===== config.mk =====
export PLATFORM = sky130hd
export DESIGN_NAME = fcw_top
export DESIGN_NICKNAME = d
export VERILOG_FILES = /design/src/fcw_pkg.sv /design/src/fcw_hb_timer.sv /design/src/fcw_ms_tick.sv /design/src/fcw_top.sv
export SDC_FILE = /design/constraint.sdc
export NUM_CORES = 1
export LEC_CHECK = 0
export BUFFER_PORTS_ARGS = -buffer_cell sky130_fd_sc_hd__buf_2
export CORE_MARGIN = 2
export CORE_UTILIZATION = 45
export CTS_BUF_LIST = sky130_fd_sc_hd__clkbuf_8
export DETAILED_ROUTE_END_ITERATION = 8
export HOLD_SLACK_MARGIN = 0.08
export PLACE_DENSITY = 0.81
export REMOVE_ABC_BUFFERS = 1
export SYNTH_ARGS = -nofsm -noshare
export SYNTH_HDL_FRONTEND = slang
export SYNTH_HIERARCHICAL = 1
export SYNTH_SLANG_ARGS = --single-unit

===== constraint.sdc =====
create_clock -name clock -period 1.9 [get_ports clock]
set_input_delay 0.38 -clock clock [delete_from_list [all_inputs] [get_ports clock]]
set_output_delay 0.38 -clock clock [all_outputs]
set_load 0.02 [all_outputs]

===== src/fcw_pkg.sv =====
// Shared constants and types for the fieldbus configuration watchdog
package fcw_pkg;
  // Register offsets on the parameter address space
  localparam logic [12:0] FCW_ADDR_SETUP = 13'h0e6;
  localparam logic [12:0] FCW_ADDR_TMO = 13'h25b;
  localparam logic [12:0] FCW_ADDR_MASK = 13'h25c;
  localparam int FCW_ADDR_W = 13;
  localparam int FCW_DATA_W = 16;
  localparam int FCW_AO_N = 3;
  localparam int FCW_MASK_W = 3;

  // Reset values
  localparam logic [15:0] FCW_SETUP_RST = 16'h0000;
  localparam logic [15:0] FCW_TMO_RST = 16'h0000;
  localparam logic [2:0] FCW_MASK_RST = 3'h0;

  // Timeout range limit in milliseconds
  localparam logic [15:0] FCW_TMO_MAX_MS = 16'hea60;

  // Node address limits per fieldbus kind
  localparam logic [7:0] FCW_NODE_MAX_A = 8'h7e;
  localparam logic [7:0] FCW_NODE_MAX_B = 8'h3f;

  // Heartbeat bit inside the remote digital input word
  localparam int FCW_HB_BIT = 15;

  // Time base
  localparam int FCW_CLK_NS = 25;
  localparam int FCW_MS_NS = 1000000;
  localparam int FCW_CYC_PER_MS = FCW_MS_NS / FCW_CLK_NS;

  // Link rate codes
  localparam logic [3:0] FCW_RATE_125K = 4'h0;
  localparam logic [3:0] FCW_RATE_250K = 4'h1;
  localparam logic [3:0] FCW_RATE_500K = 4'h2;
  localparam logic [3:0] FCW_RATE_AUTO = 4'h3;

  // Heartbeat check types
  localparam logic [3:0] FCW_HB_LEVEL = 4'h0;
  localparam logic [3:0] FCW_HB_TOGGLE = 4'h1;
  localparam logic [3:0] FCW_HB_LINK = 4'h2;

  // Packed setup word: type 15..12, rate 11..8, node 7..0
  typedef struct packed {
    logic [3:0] heartbeat_check_type;
    logic [3:0] link_rate_code;
    logic [7:0] slave_node_number;
  } fcw_setup_t;

  // One value for each analog output
  typedef struct packed {
    logic [15:0] three;
    logic [15:0] two;
    logic [15:0] one;
  } fcw_ao_t;

  typedef enum logic [1:0] {
    FCW_BPS_125K,
    FCW_BPS_250K,
    FCW_BPS_500K,
    FCW_BPS_AUTO
  } fcw_bps_t;
endpackage


===== src/fcw_hb_timer.sv =====
// Silence timer: counts milliseconds without activity, flags overrun
`timescale 1ns/1ps
module fcw_hb_timer
  import fcw_pkg::*;
(
  input wire logic clock,
  input wire logic rstn,
  input wire logic run,
  input wire logic activity,
  input wire logic ms_tick,
  input wire logic [15:0] limit_ms,
  output logic expired
);
  logic [15:0] cnt_r;
  logic [15:0] cnt_nxt;

  // Saturates so a stalled master never wraps back to a healthy count
  always_comb begin
    cnt_nxt = cnt_r;
    if (!run || activity) begin
      cnt_nxt = '0;
    end else if (ms_tick && cnt_r != 16'hffff) begin
      cnt_nxt = cnt_r + 16'h0001;
    end
  end

  always_ff @(posedge clock or negedge rstn) begin
    if (!rstn) begin
      cnt_r <= '0;
    end else begin
      cnt_r <= cnt_nxt;
    end
  end

  // Only longer than the limit counts as silence
  assign expired = run && (cnt_r > limit_ms);
endmodule // fcw_hb_timer


===== src/fcw_ms_tick.sv =====
// Millisecond time base derived from the system clock
`timescale 1ns/1ps
module fcw_ms_tick
  import fcw_pkg::*;
#(
  parameter int CYC_PER_MS = FCW_CYC_PER_MS
) (
  input wire logic clock,
  input wire logic rstn,
  output logic tick
);
  localparam int CW = $clog2(CYC_PER_MS);
  localparam logic [CW-1:0] LAST = CW'(CYC_PER_MS - 1);

  if (CYC_PER_MS < 2) begin : g_bad
    $error("CYC_PER_MS must be at least 2");
  end

  logic [CW-1:0] cnt_r;
  logic [CW-1:0] cnt_nxt;
  logic tick_r;
  logic tick_nxt;

  always_comb begin
    cnt_nxt = (cnt_r == LAST) ? '0 : cnt_r + 1'b1;
    tick_nxt = (cnt_r == LAST);
  end

  always_ff @(posedge clock or negedge rstn) begin
    if (!rstn) begin
      cnt_r <= '0;
      tick_r <= 1'b0;
    end else begin
      cnt_r <= cnt_nxt;
      tick_r <= tick_nxt;
    end
  end

  assign tick = tick_r;
endmodule // fcw_ms_tick


===== src/fcw_top.sv =====
// Fieldbus configuration registers, analog output handover and link watchdog
`timescale 1ns/1ps
// Behaviour
// - The analog output handover mask is three bits, one per output, any mix allowed.
// - A handed-over analog output follows the master's value instead of the local one.
// - The node number is valid up to 126 or 63 by fieldbus kind, only on the designated board.
// - Rate codes 0..3 mean 125k, 250k, 500k and auto, used only by the second kind.
// - Node, rate code and check type share one 16-bit word at address 230.
// - With a zero timeout the heartbeat check never raises the alarm.
// - Supervision starts only after the first connection with the master.
// - Type 0 raises the alarm when the heartbeat bit stays low longer than the timeout.
// - Type 1 raises the alarm when the heartbeat bit stops toggling longer than the timeout.
// - Type 2 watches the designated board's link state instead of the heartbeat bit.
// - Any board other than the designated one forces check type 0.
// - The timeout is in milliseconds from 0 to 60000, zero disabling the alarm.
// - The alarm clears only on a reset command, once communication is healthy again or the timeout is zero.
module fcw_top
  import fcw_pkg::*;
#(
  parameter int CYC_PER_MS = FCW_CYC_PER_MS
) (
  input wire logic clock,
  input wire logic rstn,
  input wire logic [12:0] reg_addr,
  input wire logic [15:0] reg_wdata,
  input wire logic reg_wr,
  input wire logic reg_rd,
  output logic [15:0] reg_rdata,
  output logic reg_rvalid,
  input wire logic [15:0] remote_digital_input_word,
  input wire logic remote_word_wr,
  input wire fcw_ao_t ao_from_master,
  input wire fcw_ao_t ao_local,
  input wire logic board_designated,
  input wire logic fieldbus_kind_b,
  input wire logic board_link_up,
  input wire logic alarm_reset_cmd,
  output fcw_ao_t ao_out,
  output logic node_valid,
  output logic [7:0] slave_node_number,
  output logic link_rate_active,
  output fcw_bps_t link_rate,
  output logic [3:0] active_check_type,
  output logic supervision_armed,
  output logic comm_suspended_alarm
);
  // Register file
  fcw_setup_t setup_r;
  fcw_setup_t setup_nxt;
  logic [15:0] tmo_r;
  logic [15:0] tmo_nxt;
  logic [FCW_MASK_W-1:0] mask_r;
  logic [FCW_MASK_W-1:0] mask_nxt;
  logic [15:0] rdata_r;
  logic [15:0] rdata_nxt;
  logic rvalid_r;
  logic rvalid_nxt;

  always_comb begin
    setup_nxt = setup_r;
    tmo_nxt = tmo_r;
    mask_nxt = mask_r;
    if (reg_wr) begin
      case (reg_addr)
        FCW_ADDR_SETUP: setup_nxt = reg_wdata;
        // Out-of-range writes saturate rather than wrap to a short timeout
        FCW_ADDR_TMO: tmo_nxt = (reg_wdata > FCW_TMO_MAX_MS) ? FCW_TMO_MAX_MS
                                                             : reg_wdata;
        FCW_ADDR_MASK: mask_nxt = reg_wdata[FCW_MASK_W-1:0];
        default: ;
      endcase
    end
    rvalid_nxt = reg_rd;
    rdata_nxt = rdata_r;
    if (reg_rd) begin
      case (reg_addr)
        FCW_ADDR_SETUP: rdata_nxt = setup_r;
        FCW_ADDR_TMO: rdata_nxt = tmo_r;
        FCW_ADDR_MASK: rdata_nxt = {13'h0000, mask_r};
        default: rdata_nxt = 16'h0000;
      endcase
    end
  end

  always_ff @(posedge clock or negedge rstn) begin
    if (!rstn) begin
      setup_r <= FCW_SETUP_RST;
      tmo_r <= FCW_TMO_RST;
      mask_r <= FCW_MASK_RST;
      rdata_r <= 16'h0000;
      rvalid_r <= 1'b0;
    end else begin
      setup_r <= setup_nxt;
      tmo_r <= tmo_nxt;
      mask_r <= mask_nxt;
      rdata_r <= rdata_nxt;
      rvalid_r <= rvalid_nxt;
    end
  end

  assign reg_rdata = rdata_r;
  assign reg_rvalid = rvalid_r;

  // Analog output handover
  fcw_ao_t ao_r;
  fcw_ao_t ao_nxt;

  always_comb begin
    ao_nxt.one = mask_r[0] ? ao_from_master.one : ao_local.one;
    ao_nxt.two = mask_r[1] ? ao_from_master.two : ao_local.two;
    ao_nxt.three = mask_r[2] ? ao_from_master.three : ao_local.three;
  end

  always_ff @(posedge clock or negedge rstn) begin
    if (!rstn) begin
      ao_r <= '0;
    end else begin
      ao_r <= ao_nxt;
    end
  end

  assign ao_out = ao_r;

  // Link setup decode
  function automatic fcw_bps_t rate_decode(input logic [3:0] code);
    case (code)
      FCW_RATE_125K: rate_decode = FCW_BPS_125K;
      FCW_RATE_250K: rate_decode = FCW_BPS_250K;
      FCW_RATE_500K: rate_decode = FCW_BPS_500K;
      FCW_RATE_AUTO: rate_decode = FCW_BPS_AUTO;
      default: rate_decode = FCW_BPS_125K;
    endcase
  endfunction

  logic [7:0] node_limit;
  assign node_limit = fieldbus_kind_b ? FCW_NODE_MAX_B : FCW_NODE_MAX_A;
  assign slave_node_number = setup_r.slave_node_number;
  assign node_valid = board_designated
                      && (setup_r.slave_node_number <= node_limit);
  assign link_rate_active = board_designated && fieldbus_kind_b;
  assign link_rate = rate_decode(setup_r.link_rate_code);

  // Undefined check types fall back to the plain level check
  logic [3:0] eff_type;
  always_comb begin
    eff_type = FCW_HB_LEVEL;
    if (board_designated) begin
      case (setup_r.heartbeat_check_type)
        FCW_HB_TOGGLE: eff_type = FCW_HB_TOGGLE;
        FCW_HB_LINK: eff_type = FCW_HB_LINK;
        default: eff_type = FCW_HB_LEVEL;
      endcase
    end
  end
  assign active_check_type = eff_type;

  // Heartbeat tracking and arming
  logic hb_r;
  logic hb_nxt;
  logic armed_r;
  logic armed_nxt;
  logic hb_new;
  logic activity;
  logic first_contact;

  assign hb_new = remote_digital_input_word[FCW_HB_BIT];

  always_comb begin
    hb_nxt = remote_word_wr ? hb_new : hb_r;
    first_contact = (eff_type == FCW_HB_LINK) ? board_link_up
                                              : (remote_word_wr && hb_new);
    armed_nxt = armed_r || first_contact;
    case (eff_type)
      FCW_HB_LEVEL: activity = hb_r;
      FCW_HB_TOGGLE: activity = remote_word_wr && (hb_new != hb_r);
      FCW_HB_LINK: activity = board_link_up;
      default: activity = hb_r;
    endcase
  end

  always_ff @(posedge clock or negedge rstn) begin
    if (!rstn) begin
      hb_r <= 1'b0;
      armed_r <= 1'b0;
    end else begin
      hb_r <= hb_nxt;
      armed_r <= armed_nxt;
    end
  end

  assign supervision_armed = armed_r;

  // Silence timing
  logic ms_tick;
  logic expired;
  logic run;

  assign run = armed_r && (tmo_r != 16'h0000);

  fcw_ms_tick #(
    .CYC_PER_MS(CYC_PER_MS)
  ) u_tick (
    .clock(clock),
    .rstn(rstn),
    .tick(ms_tick)
  );

  fcw_hb_timer u_timer (
    .clock(clock),
    .rstn(rstn),
    .run(run),
    .activity(activity),
    .ms_tick(ms_tick),
    .limit_ms(tmo_r),
    .expired(expired)
  );

  // Alarm latch; a trip in the reset cycle wins over the clear
  logic alarm_r;
  logic alarm_nxt;
  logic healthy;
  logic hb_ok;

  // A toggle lasts one cycle, so a silence count back under the limit stands in for it
  assign hb_ok = (eff_type == FCW_HB_TOGGLE) || activity;
  // A zero timeout also lets the reset command clear a stuck alarm
  assign healthy = (tmo_r == 16'h0000) || (armed_r && !expired && hb_ok);

  always_comb begin
    alarm_nxt = alarm_r;
    if (alarm_reset_cmd && healthy) begin
      alarm_nxt = 1'b0;
    end
    if (expired) begin
      alarm_nxt = 1'b1;
    end
  end

  always_ff @(posedge clock or negedge rstn) begin
    if (!rstn) begin
      alarm_r <= 1'b0;
    end else begin
      alarm_r <= alarm_nxt;
    end
  end

  assign comm_suspended_alarm = alarm_r;
endmodule // fcw_top


Word-level counts from Yosys, hierarchy flattened
Cells that the tools add are included.
{"block": "word_totals", "ff_bits": 136}
{"block": "op_classes", "n_addsub": 2, "n_lt_le_gt_ge": 3, "n_eq_ne": 13, "mux": 16, "reduce_logical": 23}
{"cell": "two-way mux 16 bit", "n": 7}
{"cell": "case mux 16 bit (3 select lines)", "n": 1}
{"cell": "adder 16 x 1 -> 16 bit, second input constant", "n": 2}
{"cell": "equality test 13 x 10 -> 1 bit, second input constant", "n": 2}
{"cell": "equality test 16 bit, second input constant", "n": 1}
{"cell": "equality test 4 x 2 -> 1 bit, second input constant", "n": 4}
{"cell": "> comparator 16 bit", "n": 1}
{"cell": "> comparator 16 bit, second input constant", "n": 1}
{"cell": "zero test 16 bit", "n": 1}
{"cell": "!= test 16 bit, second input constant", "n": 1}
{"cell": "nonzero test 16 bit", "n": 1}
{"cell": "equality test 13 x 8 -> 1 bit, second input constant", "n": 1}
{"cell": "equality test 4 x 1 -> 1 bit, second input constant", "n": 3}
{"cell": "logical AND 1 bit", "n": 10}
{"cell": "less-or-equal comparator 8 x 7 -> 1 bit", "n": 1}
{"cell": "two-way mux 7 bit", "n": 1}
{"cell": "case mux 2 bit (3 select lines)", "n": 1}
{"cell": "AND reduction 2 bit", "n": 3}
{"cell": "logical OR 1 bit", "n": 4}
{"cell": "case mux 2 bit (2 select lines)", "n": 1}
{"cell": "nonzero test 2 bit", "n": 2}
{"cell": "two-way mux 1 bit", "n": 3}
{"cell": "zero test 1 bit", "n": 2}
{"cell": "two-way mux 2 bit", "n": 1}
{"cell": "other kinds (2)", "n": 2}

Logic depth before layout (Yosys ltp)
{"block": "logic_depth", "word_depth": 11, "mapped_depth": 12, "depth_no_buf": 11}

Hierarchy
The synthesis kept the hierarchy.
{"module": "fcw_top", "instances": 1, "cells_per_inst": 343, "area_each_um2": 4548.1}
{"module": "fcw_hb_timer", "instances": 1, "cells_per_inst": 158, "area_each_um2": 1341.3}
{"module": "fcw_ms_tick", "instances": 1, "cells_per_inst": 70, "area_each_um2": 768.2}

Worst setup path after synthesis
Ideal clock, no wire load.
{"block": "synth_path", "kind": "register to register", "start": "reg setup_r[15] (netlist bit)", "end": "reg u_timer.cnt_r[3]", "setup_time_ns": 0.127, "t_arrival_ns": 2.111, "path_slack_ns": -0.338, "stages_incl_launch_ff": 13, "period_less_slack_ns": 2.238, "path_cell_list": "dfrtp_1 > nor2_1 > and2_1 > nand3b_1 > inv_1 > ha_1 > inv_1 > o31a_1 > o22ai_1 > nand2b_1 > clkbuf_1 > a2111o_1 > o21ai_0"}
{"block": "synth_between", "elab_chain_len": 7}
{"item": "from (decl)", "line_no": "fcw_top.sv:48", "rtl": "fcw_setup_t setup_r;"}
{"item": "from (signal assigned)", "line_no": "fcw_top.sv:93", "rtl": "setup_r <= setup_nxt;"}
{"item": "equality test 4 x 2 -> 1 bit or equality test 4 x 1 -> 1 bit (tied branches)", "line_no": "fcw_top.sv:148", "rtl": "case (setup_r.heartbeat_check_type)"}
{"item": "case mux 2 bit (2 select lines) (*)", "line_no": "fcw_top.sv:148"}
{"item": "two-way mux 2 bit (*)", "line_no": "fcw_top.sv:147", "rtl": "if (board_designated) begin"}
{"item": "via active_check_type[0]", "line_no": "fcw_top.sv:43", "rtl": "output logic [3:0] active_check_type,"}
{"item": "equality test 4 x 2 -> 1 bit or equality test 4 x 1 -> 1 bit (tied branches)", "line_no": "fcw_top.sv:173", "rtl": "case (eff_type)"}
{"item": "case mux 1 bit (2 select lines) (*)", "line_no": "fcw_top.sv:173"}
{"item": "via activity", "line_no": "fcw_top.sv:163", "rtl": "logic activity;"}
{"item": "logical OR 1 bit (*)", "line_no": "fcw_hb_timer.sv:20", "rtl": "if (!run || activity) begin"}
{"item": "two-way mux 16 bit or nonzero test 2 bit (tied branches)"}
{"item": "to (signal assigned)", "line_no": "fcw_hb_timer.sv:31", "rtl": "cnt_r <= cnt_nxt;"}
{"item": "to (decl)", "line_no": "fcw_hb_timer.sv:14", "rtl": "logic [15:0] cnt_r;"}
The timed path passes the listed nets; every way through them passes the cells marked *.
A chain may end at the register's enable or synchronous reset.

Worst setup path after layout
{"block": "layout_path", "start": "reg setup_r[15] (netlist bit)", "end": "reg u_timer.cnt_r[8]"}
{"block": "layout_between", "elab_chain_len": 7}
{"item": "equality test 4 x 2 -> 1 bit or equality test 4 x 1 -> 1 bit (tied branches)", "line_no": "fcw_top.sv:148"}
{"item": "case mux 2 bit (2 select lines) (*)", "line_no": "fcw_top.sv:148"}
{"item": "two-way mux 2 bit (*)", "line_no": "fcw_top.sv:147"}
{"item": "equality test 4 x 2 -> 1 bit or equality test 4 x 1 -> 1 bit (tied branches)", "line_no": "fcw_top.sv:173"}
{"item": "case mux 1 bit (2 select lines) (*)", "line_no": "fcw_top.sv:173"}
{"item": "via activity", "line_no": "fcw_top.sv:163"}
{"item": "logical OR 1 bit (*)", "line_no": "fcw_hb_timer.sv:20"}
{"item": "two-way mux 16 bit or nonzero test 2 bit (tied branches)"}
Marks and branches as above.

==> out/results.txt <==
Worst Skew -> 0.0169 ns
largest net degree at the start of global routing -> 49
syn_area_per_cell -> 11.7 µm²
Setup crit start kind -> flop
DR WL/cell -> 17.6 µm
fin crit share -> 117%
Die H -> 126 µm
Reg2Reg Depth -> 11
Setup WS post-layout -> -0.323 ns
crit path capture type -> flop
Post-synth EDFFs -> 0
top_reg_cell synth -> dfrtp_1
Clock transition at path regs -> 0.10 ns
vias in the first global route -> 6,082
r2r endpoint -> u_timer/cnt_r[8]
status -> complete, but fails checks
Initial Util -> 46.0%
die area -> 15,800 µm²
Least-Margin Pin Slew -> 1.14 ns
root buffer cell -> clkbuf_8
initial antenna violation count -> 1
CP Data Required Time -> 2.21 ns
number of port buffers -> 215
RSZ-0062 raised after global routing -> yes
hold crit path type -> in2reg
mapped cell area -> 6660 µm²
Total GRT Usage -> 23.9%
min cycle time layout -> 2.22 ns
Async SR Flop Fraction -> 100%
crit path max fanout -> 7
P&R area growth vs syn -> 40.3%
TritonCTS Sinks -> 136
first-pass GRT wire length -> 29,800 µm
final count of negative-setup-slack endpoints -> 20
iteration-0 DRC count of the detailed router -> 293
pwr dens -> 640 nW/µm²
# nets final -> 1,048
Max-Cap Viols -> 0
Tot Pwr -> 5.98 mW
Yosys cell types -> 65
CTS tree -> done
number of I/O pins -> 233
beginning of the critical path -> setup_r[15]
Placer Congestion -> 0.865
Critical Path Sink -> u_timer/cnt_r[8]
Reg2Reg Setup Slack -> -0.32 ns
CTS Buf Count -> 17
Final Max Tran Viols -> 0
P_leak -> 4.59 nW
Place WS -> -0.409 ns
Max-slew headroom -> 23.6%
total gr overflow -> 0
Final HPWL DP -> 13,400 µm
# rows -> 44
DR vias -> 5,863
clock buffer depth -> 2
Worst-Skew Late Latency -> 0.45 ns
core area -> 14,500 µm²
number of routed nets with antenna violations -> 0
failing checks -> negative setup slack
Max VDD drop -> 0.602 mV
Routed Wire Length -> 18,900 µm
H-tree levels -> 4
Worst Path Arrival -> 2.53 ns
Worst R2R Start -> setup_r[15]
Synth Instances -> 571
Final Hold Viols -> 0
f_max -> 450 MHz
Vias per Instance -> 5.46
first-pass iteration count of the detailed router -> 4
sequential-to-total area share from yosys stat -> 51.1%
layout cells sized above 1 -> 52.8%
Yosys warning total -> 6
Seq cells post-synth -> 136
Chip Width -> 126 µm
critical path class -> reg2reg
drt drc -> 0
==> worst min-delay path by stage <==
stage	startpoint	end	slack (ns)	cells past startpoint
2_1_floorplan	rstn	ao_out[0]	0.08	0
3_3_place_gp	rstn	reg_rvalid	0.34	1
3_5_place_dp	rstn	reg_rvalid	0.34	1
4_1_cts	reg_rd	reg_rdata[2]	0.13	2
5_1_grt	ao_from_master[21]	ao_out[21]	0.12	2
6_report	reg_rd	reg_rdata[2]	0.15	2
==> where the power goes <==
part | switching (mW) | internal [mW] | total [mW] | leakage [nW]
Clock | 1.30 | 1.13 | 2.44 | 0.202
Combinational | 0.316 | 0.258 | 0.574 | 2.64
Sequential | 0.0185 | 2.95 | 2.97 | 1.75
==> repair_timing <==
item	CTS	global route
endpoints found under the hold margin	43	0
resized for setup	59	22
hold buffers	1	0
buffers inserted	19	3
gates cloned	1	0
pin swaps	22	13
setup endpoints to repair	18	20
==> per-layer routing <==
metal | global-route usage [%] | routed length [µm]
met5 | 0 | 0
met3 | 5.01 | 1160
met2 | 42.4 | 10100
met1 | 27.6 | 7100
met4 | 11.0 | 551
==> cell usage in the layout (no fill, tap or decap), types with 5 or more instances in the layout <==
| cell | netlist | final |
|---|---|---|
| buf_2 | 3 | 211 |
| dfrtp_1 | 136 | 135 |
| buf_4 | 14 | 88 |
| mux2_2 | 57 | 57 |
| inv_1 | 33 | 26 |
| nor2_1 | 20 | 20 |
| nand2_1 | 26 | 20 |
| clkbuf_8 | 0 | 18 |
| nor2b_1 | 18 | 17 |
| nand3_1 | 15 | 15 |
| a21oi_1 | 19 | 14 |
| nand4_1 | 14 | 14 |
| a221o_1 | 14 | 14 |
| o21ai_0 | 20 | 13 |
| ha_1 | 22 | 12 |
| buf_6 | 2 | 12 |
| and3_1 | 10 | 10 |
| ha_4 | 0 | 10 |
| mux2_4 | 9 | 9 |
| o31ai_1 | 9 | 9 |
| xnor2_1 | 9 | 9 |
| inv_2 | 0 | 7 |
| nor3_1 | 7 | 7 |
| nor4_1 | 8 | 7 |
| or3_1 | 7 | 7 |
| nand2_2 | 0 | 6 |
| inv_6 | 0 | 5 |
| xor2_1 | 5 | 5 |
| a21oi_2 | 0 | 5 |
==> critical path, cell delays in order, from the launching register on <==
cell and delay, ns:
dfrtp_1 0.40, nor2_1 0.11, and2_4 0.16, nand3b_1 0.16, inv_2 0.14, ha_4 0.16
inv_2 0.04, o31a_1 0.31, o22ai_4 0.19, nand2b_4 0.23, buf_6 0.14, a311oi_2 0.04
==> metrics by stage <==
stage | instance area [µm²] | cells | TNS, ns | utilization (%) | hold slack, ns
4_1_cts | 9220 | 1074 | -3.49 | 63.7 | 0.127
3_3_place_gp | 8430 | 1021 | -7.33 | 58.2 | 0.341
5_1_grt | 9340 | 1074 | -7.39 | 64.5 | 0.124
2_1_floorplan | 6470 | 541 | -2.98 | - | 0.0844
6_report | 9340 | 1074 | -5.16 | 64.5 | 0.148
3_5_place_dp | 8430 | 1021 | -9.36 | 58.2 | 0.341
==> registers in the layout, indices dropped and copies added (netlist names), 3 cells and up <==
signal	count
ao_out	48
mask_r	3
reg_rdata	16
setup_r	8
slave_node_number	8
tmo_r	16
u_tick/cnt_r	16
u_timer/cnt_r	16
==> final cells by class <==
type | instances | area [µm²]
Fill cell | 1080 | 5140
Tap cell | 184 | 230
Sequential cell | 136 | 3400
Clock buffer | 18 | 248
Inverter | 33 | 124
Multi-Input combinational cell | 372 | 3230
Antenna cell | 1 | 2.50
Timing Repair Buffer | 316 | 1950
Clock inverter | 14 | 155
==> cell usage after synthesis, types with 7 or more instances <==
library cell	n	area, µm²
nor2b_1	18	113
nand4_1	14	87.6
a221o_1	14	140
o21ai_0	20	100
nor4_1	8	50.1
xnor2_1	9	78.8
and3_1	10	62.6
nand3_1	15	75.1
nor3_1	7	35.0
nand2_1	26	97.6
nor2_1	20	75.1
clkbuf_1	11	41.3
mux2_4	9	135
inv_1	33	124
a21oi_1	19	95.1
buf_4	14	105
dfrtp_1	136	3400
mux2_2	57	642
ha_1	22	275
o31ai_1	9	67.6
or3_1	7	43.8
==> kinds of logic (layout without fill, tap and decap cells) <==
kind of cell / Yosys count / after routing / share of synthesized area (%)
AND/OR/NAND/NOR: 161 / 161 / 14.6
buffers and inverters: 64 / 381 / 4.68
AO/OA/AOI/OAI: 100 / 100 / 10.8
other: 1 / 3 / 0.0563
flip-flops: 136 / 136 / 51.1
multiplexers: 73 / 73 / 12.8
XOR/XNOR: 14 / 14 / 1.84
adder cells (fa/ha/maj): 22 / 22 / 4.13
(Power assumes the default switching activity.)
